`src/pkg/icc_defines.vh`:
```
// Constants for the interlocked cycle counter block: bus map, field layout,
// counter states and timing. Assumes a 50 MHz REF_CLK and a 32-bit APB bus.
//
// Behaviour
// - When the change/delay counter stands at 11 and a sequence wants attention, set the change interlock and clear delay select.
// - A change-of-sequence cycle clears the change interlock, sets index busy and starts the index write counter.
// - The index write counter clears index busy when it reaches state 02.
// - The instruction counter starts as soon as index busy clears, if its other start conditions already hold.
// - A store transfer instruction sets index busy and starts the index write counter during its instruction cycle.
// - The instruction counter sets the operand request at 22, and the operand counter then starts once its conditions hold.
// - For a store transfer, the conditions that start the operand counter also start the arithmetic counter.
// - The operand counter clears the operand request on starting while the instruction counter finishes its cycle.
// - With the hold bit set, the next instruction of the sequence starts at once with no delay pause if its start interlock holds.
// - A dismissing instruction leaves the instruction counter resting at 00 while delay cycles decide.
// - A jump has no operand cycle and with configuration bits 2 and 5 dismisses and starts an index write at 31.
// - At 31, delay select is set when hold is zero, no attention is requested and dismissal is requested.
// - Setting delay select places the change/delay counter in its delay resting state 08.
// - Delay cycles wait for the index write counter to rest, then repeat until a sequence wants attention.
// - The change-of-sequence counter starts only when every one of its listed interlock conditions holds.
// - The delay counter counts only with delay select set, index write resting and the instruction counter at 02, 23 or 00.
`ifndef ICC_DEFINES_VH
`define ICC_DEFINES_VH

// Register byte offsets.
`define ICC_OFS_INSTR   8'h00
`define ICC_OFS_STATES  8'h04
`define ICC_OFS_FLAGS   8'h08

// Instruction register fields.
`define ICC_B_HOLD      0
`define ICC_B_CF5       1
`define ICC_B_CF2       2
`define ICC_B_STORE     3
`define ICC_B_JUMP      4
`define ICC_B_AUX       5
`define ICC_IR_W        6

// Flag register fields.
`define ICC_B_XB        0
`define ICC_B_XW        1
`define ICC_B_PI1       2
`define ICC_B_PI3       3
`define ICC_B_DSEL      4
`define ICC_B_PEND      5

// Counter states.
`define ICC_S00         5'h00
`define ICC_S01         5'h01
`define ICC_S02         5'h02
`define ICC_S04         5'h04
`define ICC_S07         5'h07
`define ICC_S08         5'h08
`define ICC_S09         5'h09
`define ICC_S11         5'h0B
`define ICC_S14         5'h0E
`define ICC_S22         5'h16
`define ICC_S23         5'h17
`define ICC_S24         5'h18
`define ICC_S31         5'h1F
`define ICC_XWK_LAST    5'h03

// Timing pulse period and its cycle count.
`define ICC_CLK_NS      20
`define ICC_TICK_NS     400
`define ICC_TICK_CYC    (`ICC_TICK_NS / `ICC_CLK_NS)
`define ICC_DIV_W       5

`endif

```
`src/core/icc_counter.v`:
```
// One cycle counter of the control element: rests, starts, counts on the
// timing pulse and wraps. Assumes the caller supplies the rest, first, last
// and wrap states and a one-cycle timing pulse on the same clock.
`timescale 1ns/10ps
`include "icc_defines.vh"

module icc_counter (
   input  wire       clk,        // System clock.
   input  wire       arst_n,     // Asynchronous reset, active low.
   input  wire       tick,       // Timing pulse enable.
   input  wire       start,      // Leave the rest state.
   input  wire       run,        // Permission to advance past rest.
   input  wire       load,       // Force the state to load_val.
   input  wire [4:0] load_val,   // Forced state.
   input  wire [4:0] rest_val,   // Resting state.
   input  wire [4:0] first_val,  // State entered on start.
   input  wire [4:0] last_val,   // Last state of a cycle.
   input  wire [4:0] wrap_val,   // State after the last one.
   output reg  [4:0] state_r     // Present state.
);

   reg [4:0] state_nxt;

   // Next state: a forced load overrides counting.
   always @* begin
      state_nxt = state_r;
      if (load) begin
         state_nxt = load_val;
      end else if (tick) begin
         if (state_r == rest_val) begin
            if (start) begin
               state_nxt = first_val;
            end
         end else if (run) begin
            if (state_r == last_val) begin
               state_nxt = wrap_val;
            end else begin
               state_nxt = state_r + 5'h01;
            end
         end
      end
   end

   // State register.
   always @(posedge clk or negedge arst_n) begin
      if (!arst_n) begin
         state_r <= `ICC_S00;
      end else begin
         state_r <= state_nxt;
      end
   end

endmodule

```
`src/core/icc_top.v`:
```
// Interlocked sequencing of the instruction, operand, change/delay, index
// write, arithmetic and auxiliary cycle counters, with an APB register port.
// Assumes all pin inputs are synchronous to REF_CLK and the APB master keeps
// its request steady until PREADY is sampled high.
`timescale 1ns/10ps
`include "icc_defines.vh"

module icc_top (
   input  wire        REF_CLK,                // 50 MHz system clock.
   input  wire        ARST_N,                 // Asynchronous reset, active low.
   input  wire        PSEL,                   // APB select.
   input  wire        PENABLE,                // APB access phase.
   input  wire        PWRITE,                 // APB write direction.
   input  wire [7:0]  PADDR,                  // APB byte address.
   input  wire [31:0] PWDATA,                 // APB write data.
   output reg  [31:0] PRDATA,                 // APB read data.
   output reg         PREADY,                 // APB transfer done.
   output reg         PSLVERR,                // APB unmapped address.
   input  wire        SEQ_ATT_REQ,            // Sequence attention request.
   input  wire        RUN_SYNC,               // Run synchronizer level.
   input  wire        E_REG_BUSY,             // E register busy flag.
   output reg  [4:0]  INSTR_CYCLE_STATE,      // Instruction counter state.
   output reg  [4:0]  OPERAND_CYCLE_STATE,    // Operand counter state.
   output reg         INDEX_MEMORY_BUSY,      // Index memory busy flag.
   output reg         DELAY_SELECT            // Delay select bit.
);

   // True when an APB address hits one of the three registers.
   function addr_hit;
      input [7:0] a;
      begin
         addr_hit = (a == `ICC_OFS_INSTR) || (a == `ICC_OFS_STATES) ||
                    (a == `ICC_OFS_FLAGS);
      end
   endfunction

   reg [`ICC_DIV_W-1:0] div_r;
   reg                  tick_r;
   reg [`ICC_IR_W-1:0]  next_ir_r;
   reg [`ICC_IR_W-1:0]  ir_r;
   reg                  pend_r;
   reg                  op_req_r;
   reg                  seq_chg_r;
   reg                  dsel_r;
   reg                  xbusy_r;
   reg                  xwrite_r;
   reg [31:0]           rd_nxt;

   wire [4:0] pk;
   wire [4:0] qk;
   wire [4:0] csk;
   wire [4:0] index_memory_write_counter;
   wire [4:0] fk;
   wire [4:0] ak;

   wire apb_req;
   wire apb_wr;
   wire pk_ok;
   wire pk_go;
   wire pk_wrap_go;
   wire qk_go;
   wire fk_go;
   wire ak_go;
   wire csk_go;
   wire dsk_ok;
   wire xwk_go;
   wire at_csk04;
   wire at_csk11_att;
   wire at_pk14_store;
   wire at_pk22;
   wire at_pk31;
   wire dsel_set;
   wire seq_chg_set;
   wire xb_clr;

   // Timing pulse divider: one tick each ICC_TICK_CYC clocks.
   always @(posedge REF_CLK or negedge ARST_N) begin
      if (!ARST_N) begin
         div_r  <= {`ICC_DIV_W{1'b0}};
         tick_r <= 1'b0;
      end else begin
         if (div_r == `ICC_TICK_CYC - 1) begin
            div_r  <= {`ICC_DIV_W{1'b0}};
            tick_r <= 1'b1;
         end else begin
            div_r  <= div_r + 1'b1;
            tick_r <= 1'b0;
         end
      end
   end

   // Named moments on the timing pulse.
   assign at_csk04      = tick_r && !dsel_r && (csk == `ICC_S04);
   assign at_csk11_att  = tick_r && dsel_r && (csk == `ICC_S11) && SEQ_ATT_REQ;
   assign at_pk14_store = tick_r && (pk == `ICC_S14) && ir_r[`ICC_B_STORE];
   assign at_pk22       = tick_r && (pk == `ICC_S22) && !ir_r[`ICC_B_JUMP];
   assign at_pk31       = tick_r && (pk == `ICC_S31);

   // Delay select decided at the end of an instruction; sequence change there or at delay state 11.
   assign dsel_set    = at_pk31 && !ir_r[`ICC_B_HOLD] && !SEQ_ATT_REQ && ir_r[`ICC_B_CF5];
   assign seq_chg_set = at_csk11_att || (at_pk31 && !ir_r[`ICC_B_HOLD] && SEQ_ATT_REQ);

   // Instruction start interlock: all quiet, a word waiting and the run level present.
   // A change cycle holds the counter off until it has claimed the index memory at 04.
   assign pk_ok = pend_r && !op_req_r && !seq_chg_r && !dsel_r && !xbusy_r && RUN_SYNC &&
                  ((csk == `ICC_S00) || (csk > `ICC_S04));
   assign pk_go = tick_r && (pk == `ICC_S00) && pk_ok;

   // With hold, the next instruction follows straight from 31 when the interlock holds.
   assign pk_wrap_go = at_pk31 && ir_r[`ICC_B_HOLD] && pk_ok;

   // Operand counter starts once the request is up; arithmetic counter joins for a store.
   assign qk_go = tick_r && (qk == `ICC_S00) && op_req_r && RUN_SYNC;
   assign fk_go = qk_go && ir_r[`ICC_B_STORE];
   assign ak_go = tick_r && (qk == `ICC_S14) && ir_r[`ICC_B_AUX];

   // Change-of-sequence start interlock.
   assign csk_go = tick_r && (pk == `ICC_S00) && !op_req_r && !dsel_r && seq_chg_r &&
                   !xwrite_r && !xbusy_r && !E_REG_BUSY && RUN_SYNC;

   // Delay counting needs index write at rest and the instruction counter waiting.
   assign dsk_ok = dsel_r && (index_memory_write_counter == `ICC_S00) &&
                   ((pk == `ICC_S02) || (pk == `ICC_S23) || (pk == `ICC_S00));

   // Index write counter starts from a sequence change, a store or a jump at 31.
   assign xwk_go = at_csk04 || at_pk14_store ||
                   (at_pk31 && ir_r[`ICC_B_JUMP] && ir_r[`ICC_B_CF2]);
   assign xb_clr = tick_r && (index_memory_write_counter == `ICC_S02);

   // Instruction counter.
   icc_counter u_pk (
      .clk       (REF_CLK),
      .arst_n    (ARST_N),
      .tick      (tick_r),
      .start     (pk_go),
      .run       (1'b1),
      .load      (1'b0),
      .load_val  (`ICC_S00),
      .rest_val  (`ICC_S00),
      .first_val (`ICC_S01),
      .last_val  (`ICC_S31),
      .wrap_val  (pk_wrap_go ? `ICC_S01 : `ICC_S00),
      .state_r   (pk)
   );

   // Operand counter.
   icc_counter u_qk (
      .clk       (REF_CLK),
      .arst_n    (ARST_N),
      .tick      (tick_r),
      .start     (qk_go),
      .run       (1'b1),
      .load      (1'b0),
      .load_val  (`ICC_S00),
      .rest_val  (`ICC_S00),
      .first_val (`ICC_S01),
      .last_val  (`ICC_S24),
      .wrap_val  (`ICC_S00),
      .state_r   (qk)
   );

   // Change-of-sequence counter; in delay mode it rests at 08 and loops 09 to 11.
   icc_counter u_csk (
      .clk       (REF_CLK),
      .arst_n    (ARST_N),
      .tick      (tick_r),
      .start     (dsel_r ? dsk_ok : csk_go),
      .run       (dsel_r ? dsk_ok : 1'b1),
      .load      (dsel_set || at_csk11_att),
      .load_val  (dsel_set ? `ICC_S08 : `ICC_S00),
      .rest_val  (dsel_r ? `ICC_S08 : `ICC_S00),
      .first_val (dsel_r ? `ICC_S09 : `ICC_S01),
      .last_val  (dsel_r ? `ICC_S11 : `ICC_S07),
      .wrap_val  (dsel_r ? `ICC_S08 : `ICC_S00),
      .state_r   (csk)
   );

   // Index memory write counter.
   icc_counter u_xwk (
      .clk       (REF_CLK),
      .arst_n    (ARST_N),
      .tick      (tick_r),
      .start     (xwk_go),
      .run       (1'b1),
      .load      (1'b0),
      .load_val  (`ICC_S00),
      .rest_val  (`ICC_S00),
      .first_val (`ICC_S01),
      .last_val  (`ICC_XWK_LAST),
      .wrap_val  (`ICC_S00),
      .state_r   (index_memory_write_counter)
   );

   // Arithmetic element counter.
   icc_counter u_fk (
      .clk       (REF_CLK),
      .arst_n    (ARST_N),
      .tick      (tick_r),
      .start     (fk_go),
      .run       (1'b1),
      .load      (1'b0),
      .load_val  (`ICC_S00),
      .rest_val  (`ICC_S00),
      .first_val (`ICC_S01),
      .last_val  (`ICC_S07),
      .wrap_val  (`ICC_S00),
      .state_r   (fk)
   );

   // Auxiliary counter.
   icc_counter u_ak (
      .clk       (REF_CLK),
      .arst_n    (ARST_N),
      .tick      (tick_r),
      .start     (ak_go),
      .run       (1'b1),
      .load      (1'b0),
      .load_val  (`ICC_S00),
      .rest_val  (`ICC_S00),
      .first_val (`ICC_S01),
      .last_val  (`ICC_S07),
      .wrap_val  (`ICC_S00),
      .state_r   (ak)
   );

   // Interlock flags; in each one a set in the same cycle wins over a clear.
   always @(posedge REF_CLK or negedge ARST_N) begin
      if (!ARST_N) begin
         op_req_r  <= 1'b0;
         seq_chg_r <= 1'b0;
         dsel_r    <= 1'b0;
         xbusy_r   <= 1'b0;
         xwrite_r  <= 1'b0;
      end else begin
         // Operand request: raised at 22, dropped as the operand counter starts.
         if (at_pk22) begin
            op_req_r <= 1'b1;
         end else if (qk_go) begin
            op_req_r <= 1'b0;
         end
         // Sequence change interlock: dropped as the change cycle starts.
         if (seq_chg_set) begin
            seq_chg_r <= 1'b1;
         end else if (csk_go) begin
            seq_chg_r <= 1'b0;
         end
         // Delay select: set on dismissal, cleared on a sampled attention request.
         if (dsel_set) begin
            dsel_r <= 1'b1;
         end else if (at_csk11_att) begin
            dsel_r <= 1'b0;
         end
         // Index memory busy: set by its users, cleared by the write counter at 02.
         if (at_csk04 || at_pk14_store) begin
            xbusy_r <= 1'b1;
         end else if (xb_clr) begin
            xbusy_r <= 1'b0;
         end
         // Index write: covers the whole write counter cycle.
         if (xwk_go) begin
            xwrite_r <= 1'b1;
         end else if (tick_r && (index_memory_write_counter == `ICC_XWK_LAST)) begin
            xwrite_r <= 1'b0;
         end
      end
   end

   // APB handshake terms: one wait state, writes land when PREADY is high.
   assign apb_req = PSEL && PENABLE;
   assign apb_wr  = apb_req && PREADY && PWRITE && (PADDR == `ICC_OFS_INSTR);

   // Instruction word: software loads the next word, the counter takes it on start.
   always @(posedge REF_CLK or negedge ARST_N) begin
      if (!ARST_N) begin
         next_ir_r <= {`ICC_IR_W{1'b0}};
         ir_r      <= {`ICC_IR_W{1'b0}};
         pend_r    <= 1'b0;
      end else begin
         if (pk_go || pk_wrap_go) begin
            ir_r <= next_ir_r;
         end
         // A new write in the cycle the word is taken keeps the pending flag up.
         if (apb_wr) begin
            next_ir_r <= PWDATA[`ICC_IR_W-1:0];
            pend_r    <= 1'b1;
         end else if (pk_go || pk_wrap_go) begin
            pend_r <= 1'b0;
         end
      end
   end

   // Read data mux for the three registers; unmapped reads return zero.
   always @* begin
      rd_nxt = 32'h00000000;
      case (PADDR)
         `ICC_OFS_INSTR: begin
            rd_nxt[`ICC_IR_W-1:0] = next_ir_r;
         end
         `ICC_OFS_STATES: begin
            rd_nxt[29:0] = {ak, fk, index_memory_write_counter, csk, qk, pk};
         end
         `ICC_OFS_FLAGS: begin
            rd_nxt[`ICC_B_XB]   = xbusy_r;
            rd_nxt[`ICC_B_XW]   = xwrite_r;
            rd_nxt[`ICC_B_PI1]  = op_req_r;
            rd_nxt[`ICC_B_PI3]  = seq_chg_r;
            rd_nxt[`ICC_B_DSEL] = dsel_r;
            rd_nxt[`ICC_B_PEND] = pend_r;
         end
         default: begin
            rd_nxt = 32'h00000000;
         end
      endcase
   end

   // APB answer registers: PREADY rises in the second access cycle.
   always @(posedge REF_CLK or negedge ARST_N) begin
      if (!ARST_N) begin
         PREADY  <= 1'b0;
         PSLVERR <= 1'b0;
         PRDATA  <= 32'h00000000;
      end else begin
         PREADY  <= apb_req && !PREADY;
         PSLVERR <= apb_req && !PREADY && !addr_hit(PADDR);
         if (apb_req && !PREADY && !PWRITE) begin
            PRDATA <= rd_nxt;
         end
      end
   end

   // Visible state outputs, each held in a flop.
   always @(posedge REF_CLK or negedge ARST_N) begin
      if (!ARST_N) begin
         INSTR_CYCLE_STATE   <= `ICC_S00;
         OPERAND_CYCLE_STATE <= `ICC_S00;
         INDEX_MEMORY_BUSY   <= 1'b0;
         DELAY_SELECT        <= 1'b0;
      end else begin
         INSTR_CYCLE_STATE   <= pk;
         OPERAND_CYCLE_STATE <= qk;
         INDEX_MEMORY_BUSY   <= xbusy_r;
         DELAY_SELECT        <= dsel_r;
      end
   end

endmodule

```
`config.mk`:
```
export PLATFORM = sky130hd
export DESIGN_NAME = icc_top
export DESIGN_NICKNAME = d
export VERILOG_FILES = /design/src/core/icc_counter.v /design/src/core/icc_top.v
export VERILOG_INCLUDE_DIRS = /design/src /design/src/pkg
export SDC_FILE = /design/constraint.sdc
export NUM_CORES = 1
export LEC_CHECK = 0
export ABC_CLOCK_PERIOD_IN_PS = 3700
export BUFFER_PORTS_ARGS = -buffer_cell sky130_fd_sc_hd__buf_2
export CAP_MARGIN = 10
export CORE_MARGIN = 5
export CORE_UTILIZATION = 32
export CTS_BUF_LIST = sky130_fd_sc_hd__clkbuf_2 sky130_fd_sc_hd__clkbuf_4 sky130_fd_sc_hd__clkbuf_8
export CTS_CLUSTER_DIAMETER = 30
export DETAILED_ROUTE_END_ITERATION = 10
export SYNTH_ARGS = -nofsm -noshare
export SYNTH_HDL_FRONTEND = slang
export SYNTH_HIERARCHICAL = 1
export SYNTH_SLANG_ARGS = --single-unit
```
`constraint.sdc`:
```
create_clock -name REF_CLK -period 3.7 [get_ports REF_CLK]
set_clock_uncertainty 0.05 [all_clocks]
set_input_delay 0.555 -clock REF_CLK [delete_from_list [all_inputs] [get_ports REF_CLK]]
set_output_delay 0.555 -clock REF_CLK [all_outputs]
set_load 0.01 [all_outputs]
```
Yosys cells after proc, flatten, opt, wreduce, memory -nomap -nowiden --
Cells that the tools add are included.
Storage, ports and cells: register bits 98, output and inout port bits 46
Operators by class: reduce and logical (&&, ||, !) cells 93, muxes and demuxes 44, add/sub/neg operators 7, magnitude comparators 1, eq/ne operators 24
Operator list (number):
- 2-to-1 mux 5 bit | 22
- logical AND 1 bit | 50
- adder 5 x 1 -> 5 bit (second input constant) | 7
- logical NOT 5 bit | 6
- equality test 5 bit (second input constant) | 5
- 2-to-1 mux 24 bit | 1
- case mux 6 bit (3 select lines) | 1
- 2-to-1 mux 1 bit | 16
- 2-to-1 mux 4 bit | 4
- equality test 5 x 2 -> 1 bit (second input constant) | 3
- equality test 5 x 3 -> 1 bit (second input constant) | 3
- equality test 5 x 4 -> 1 bit (second input constant) | 3
- nonzero test 2 bit | 7
- logical NOT 1 bit | 12
- equality test 5 x 4 -> 1 bit | 2
- logical OR 1 bit | 10
- AND reduction 2 bit | 5
- equality test 8 x 3 -> 1 bit (second input constant) | 1
- equality test 8 x 4 -> 1 bit (second input constant) | 1
- logical NOT 8 bit | 1
- != test 2 bit (second input constant) | 4
- greater-than comparator 5 x 3 -> 1 bit (second input constant) | 1
- != test 3 x 1 -> 1 bit (second input constant) | 1
- AND reduction 3 bit | 1
- 2 further kinds | 2

Logic depth before layout (Yosys ltp) --
depth after elaboration 14, depth in mapped cells 8, depth with buffers taken out 7

Cells and area by module --
Netlist, hierarchy kept.
Modules (own cells, without submodules):
- icc_counter | area each 611.8 um^2, sequential area each 125.1 um^2, times used 6, cells each 66
- icc_top | area each 2798.9 um^2, sequential area each 1701.6 um^2, times used 1, cells each 229

Least setup slack after synthesis --
OpenSTA, ideal clock, no wires.
path type flip-flop to flip-flop, start register u_pk.state_r[4], end register u_csk.state_r[2], slack 863 ps, required time 3525 ps, library setup time 125 ps, path buffers 0, arrival time 2663 ps, cell stages (with the launch flop) 8, cell sequence dfrtp_1 > or2_4 > or4_4 > or4_4 > o21ai_0 > nand3_2 > a21oi_2 > mux2_2
On the way: cells in the longest elaborated chain, start to end 12, elaborated cells between the ends (all ways) 27
Ends and longest elaborated chain:
- start, declared | line icc_counter.v:19 | output reg [4:0] state_r
- start signal, assigned | line icc_counter.v:47 | state_r <= `ICC_S00;
- start signal, assigned | line icc_counter.v:49 | state_r <= state_nxt;
- logical NOT 5 bit
- logical AND 1 bit (8 in a row) | line icc_top.v:118 | assign csk_go = tick_r && (pk == `ICC_S00) && !op_req_r && !dsel_r && seq_chg_r &&
- 2-to-1 mux 1 bit | line icc_top.v:167 | .start (dsel_r ? dsk_ok : csk_go),
- != test 3 x 1 -> 1 bit (no line)
- AND reduction 3 bit (no line)
- end signal, assigned | line icc_counter.v:47
- end signal, assigned | line icc_counter.v:49
- end, declared | line icc_counter.v:19
Parallel ways exist; a longest one is shown, timed or not. A chain may end at the register's enable or synchronous reset.

Worst setup path after layout --
start register u_pk.state_r[4], end register u_csk.state_r[3]
The elaborated chain is that of the path after synthesis.

==> impl_results.md <==
* Final ANT Viol Nets at 0
* Routed wire per std cell at 13.8 um
* Post-synthesis average cell area at just over 10 um2
* Port bufs at 65
* Relative slew slack at 40.3%
* Ant diodes at 0
* Post-Route Setup TNS at 0 ns
* First-pass GRT wire length at between 20 and 30 mm
* Core box area at 20000 um2
* Area leader, netlist: dfrtp_1
* Sw Ratio at 31.5%
* Initial DRC Count at between 200 and 300
* Num rows at 52
* DRT Wirelength at 15.4 mm
* Internal cell power at ~1800 uW
* Post-DP HPWL at ~12 mm
* Ys flop type: dfrtp_1
* Fill cells at approximately 2000
* Die Y-Extent at between 150 and 200 um
* Period utilization at about four fifths
* Most frequent cells in the layout: conb_1 (155), dfrtp_1 (98), buf_2 (64)
* Seq cells post-synth at just under 100
* # setup viols final at 0
* Power Dens Cells at approximately 330 nW/um2
* Total GRT Usage at 13.4%
* Setup CP Type: flop to flop
* Crit Path Max Fanout at 5
* Max Cap Violations at 0
* Initial antenna violation count at 1
* # hold bufs at CTS at 1
* Area Growth Syn to Fin at 22.3%
* Syn Inst Count at approximately 630
* Power Total at around 2600 uW
* Status: finished, final reports clean
* Largest net degree at the start of global routing at 41
* Grt ovf at 0
* Synth Warn # at 6
* Post-synth ARST share at 100%
* Slew Limit Fails at 0
* Layout cell share with drive strength beyond 1 at 23.7%
* Nets at about 900
* Post-synthesis cell area at between 6000 and 7000 um2
* Worst EP arrival at about 3.2 ns
* Vias at ~5200
* Leakage power at 0.00363 uW
* # resized after CTS at 0
* Crit path capture type: flop
* Drt drc at 0
* Clock power frac at roughly 30%
* CTS H-Tree Depth at 3
* Gate power share at between 20% and 30%
* Tmin final at ~3.0 ns
* Yosys top cell area share at around 38%
* Most common cell after layout, fill and taps aside: conb_1
* Clk buf depth at 2
* Initial Utilization at 32.3%
* Die ar. at approximately 23000 um2
* Top cells by area, synth: dfrtp_1 (38%), mux2_2 (9.1%), xnor2_1 (7.6%)
* CTS Buf Count at 9
* Vias in the first global route at approximately 5000
* Share of power burned in registers at ~46%
* IO Pins at 94
* Via/cell ratio at between 4 and 5
* Post-synth EDFFs at 0
* Worst setup SP type: flop
* Worst Tran Pin Value at ~0.9 ns
* Seq/Total Area, Yosys at a little under two fifths
* Clk sinks at 98
* DR pass1 iterations at 5
* Psw at a little over 800 uW
* Unrepaired setup endpoints after global routing: false
* Post CTS Setup Buffer Count at 0
* FMAX at ~0.34 GHz
* Worst Hold Class: input pin to flop
* CTS clock-pin slew for the worst setup and hold paths at 0.10 ns
* Clk Latency, worst-skew pair at about 0.39 ns
* Final Hold Viols at 0
* Placer Congestion at 0.855
* Clock root cell: clkbuf_8
* Worst path required time at 3.92 ns
* Die span in x at around 150 um
* Worst VDD drop at 0.000176 V
* CTS tree: yes
* Synth unique cells at 55
-- routing by layer --
metal | part of all wire (%) | global-route usage, % | wire length (um)
met1 | 46 | 17.8 | 7120
met2 | 47 | 22.0 | 7310
met3 | 5.2 | 3.55 | 794
met4 | 1.2 | 3.25 | 182
met5 | 0.078 | 0 | 12
-- final timing paths --
path	start	endpoint	slack, ns	cells past startpoint
min in group asynchronous	ARST_N	OPERAND_CYCLE_STATE[3]	0.55	2
worst max register to register	u_pk/state_r[4]	u_csk/state_r[3]	0.74	7
worst min register to register	div_r[0]	div_r[0]	0.42	1
worst min-delay path	PWDATA[5]	next_ir_r[5]	0.36	2
max in group asynchronous	ARST_N	div_r[4]	2.24	3
worst max-delay path	u_pk/state_r[4]	u_csk/state_r[3]	0.74	7
-- worst max-delay path, cell delays in order (launching register included) --
cell and delay [ns]:
dfrtp_1 0.39, or2_4 0.27, or4_4 0.49, or4_4 0.50, o21ai_0 0.38, nand3_2 0.12, a21oi_2 0.29, mux2_2 0.37
-- metrics by stage --
step / hold WS [ns] / utilization [%] / std cells / area [um2] / setup WS [ns]
after floorplan: 0.209 / - / 778 / 7040 / 0.863
after global placement: 0.398 / 38.3 / 1098 / 7670 / 0.773
after CTS: 0.336 / 39.5 / 1115 / 7910 / 0.757
after global routing: 0.337 / 39.5 / 1115 / 7910 / 0.650
after detailed placement: 0.406 / 38.3 / 1098 / 7670 / 0.764
final: 0.358 / 39.5 / 1115 / 7910 / 0.741
-- synth_stat cells, types with 7 or more instances --
master and count:
dfrtp_1 98, xnor2_1 56, mux2_2 52, nor3_1 43
nand2_1 40, a22o_1 31, nand3_1 31, a221oi_1 18
nor2_1 18, a21oi_1 13, mux2i_1 13, o21ai_0 13
xnor2_2 12, xor2_1 12, nand2b_1 10, buf_4 8
clkbuf_1 8, or3_1 8, and2_1 7, ha_1 7
inv_1 7
-- state kept, by name, summed over array words and instances (netlist names), 5 cells and up --
register / cells
PRDATA: 30
u_csk/state_r: 5
next_ir_r: 6
u_fk/state_r: 5
div_r: 5
OPERAND_CYCLE_STATE: 5
u_ak/state_r: 5
ir_r: 6
INSTR_CYCLE_STATE: 5
u_pk/state_r: 5
u_qk/state_r: 5
u_xwk/state_r: 5
-- power groups by stage --
stage | Combinational [uW] | Clock [uW] | Sequential [uW]
6_report | 606 | 804 | 1210
5_1_grt | 678 | 874 | 1220
4_1_cts | 607 | 836 | 1210
3_5_place_dp | 604 | 0 | 1230
3_3_place_gp | 598 | 0 | 1230
2_1_floorplan | 486 | 0 | 1200
-- cells by family (layout without fill, tap and decap cells) --
| kind of cell | after synthesis | after routing | synth area share, % |
|---|---|---|---|
| AOI/OAI and AO/OA | 125 | 125 | 16.0 |
| xor gates and xnor gates | 80 | 80 | 12.2 |
| adders and majority gates | 7 | 7 | 1.35 |
| buffers and inverters | 35 | 102 | 2.61 |
| DFF | 98 | 98 | 37.9 |
| muxes | 66 | 66 | 11.2 |
| other | 2 | 155 | 0.116 |
| and+or+nand+nor | 212 | 212 | 18.5 |
-- final cells by class --
class,count,area [um2],share of cell area (%)
inverter,7,26.3,0.332
timing repair buffer,79,435,5.50
clock buffer,9,124,1.57
sequential,98,2450,31.0
tap,270,338,4.27
clock inverter,7,106,1.34
multi-input combinational,645,4430,56.0
Note: power is estimated with default switching activity, not from simulation.
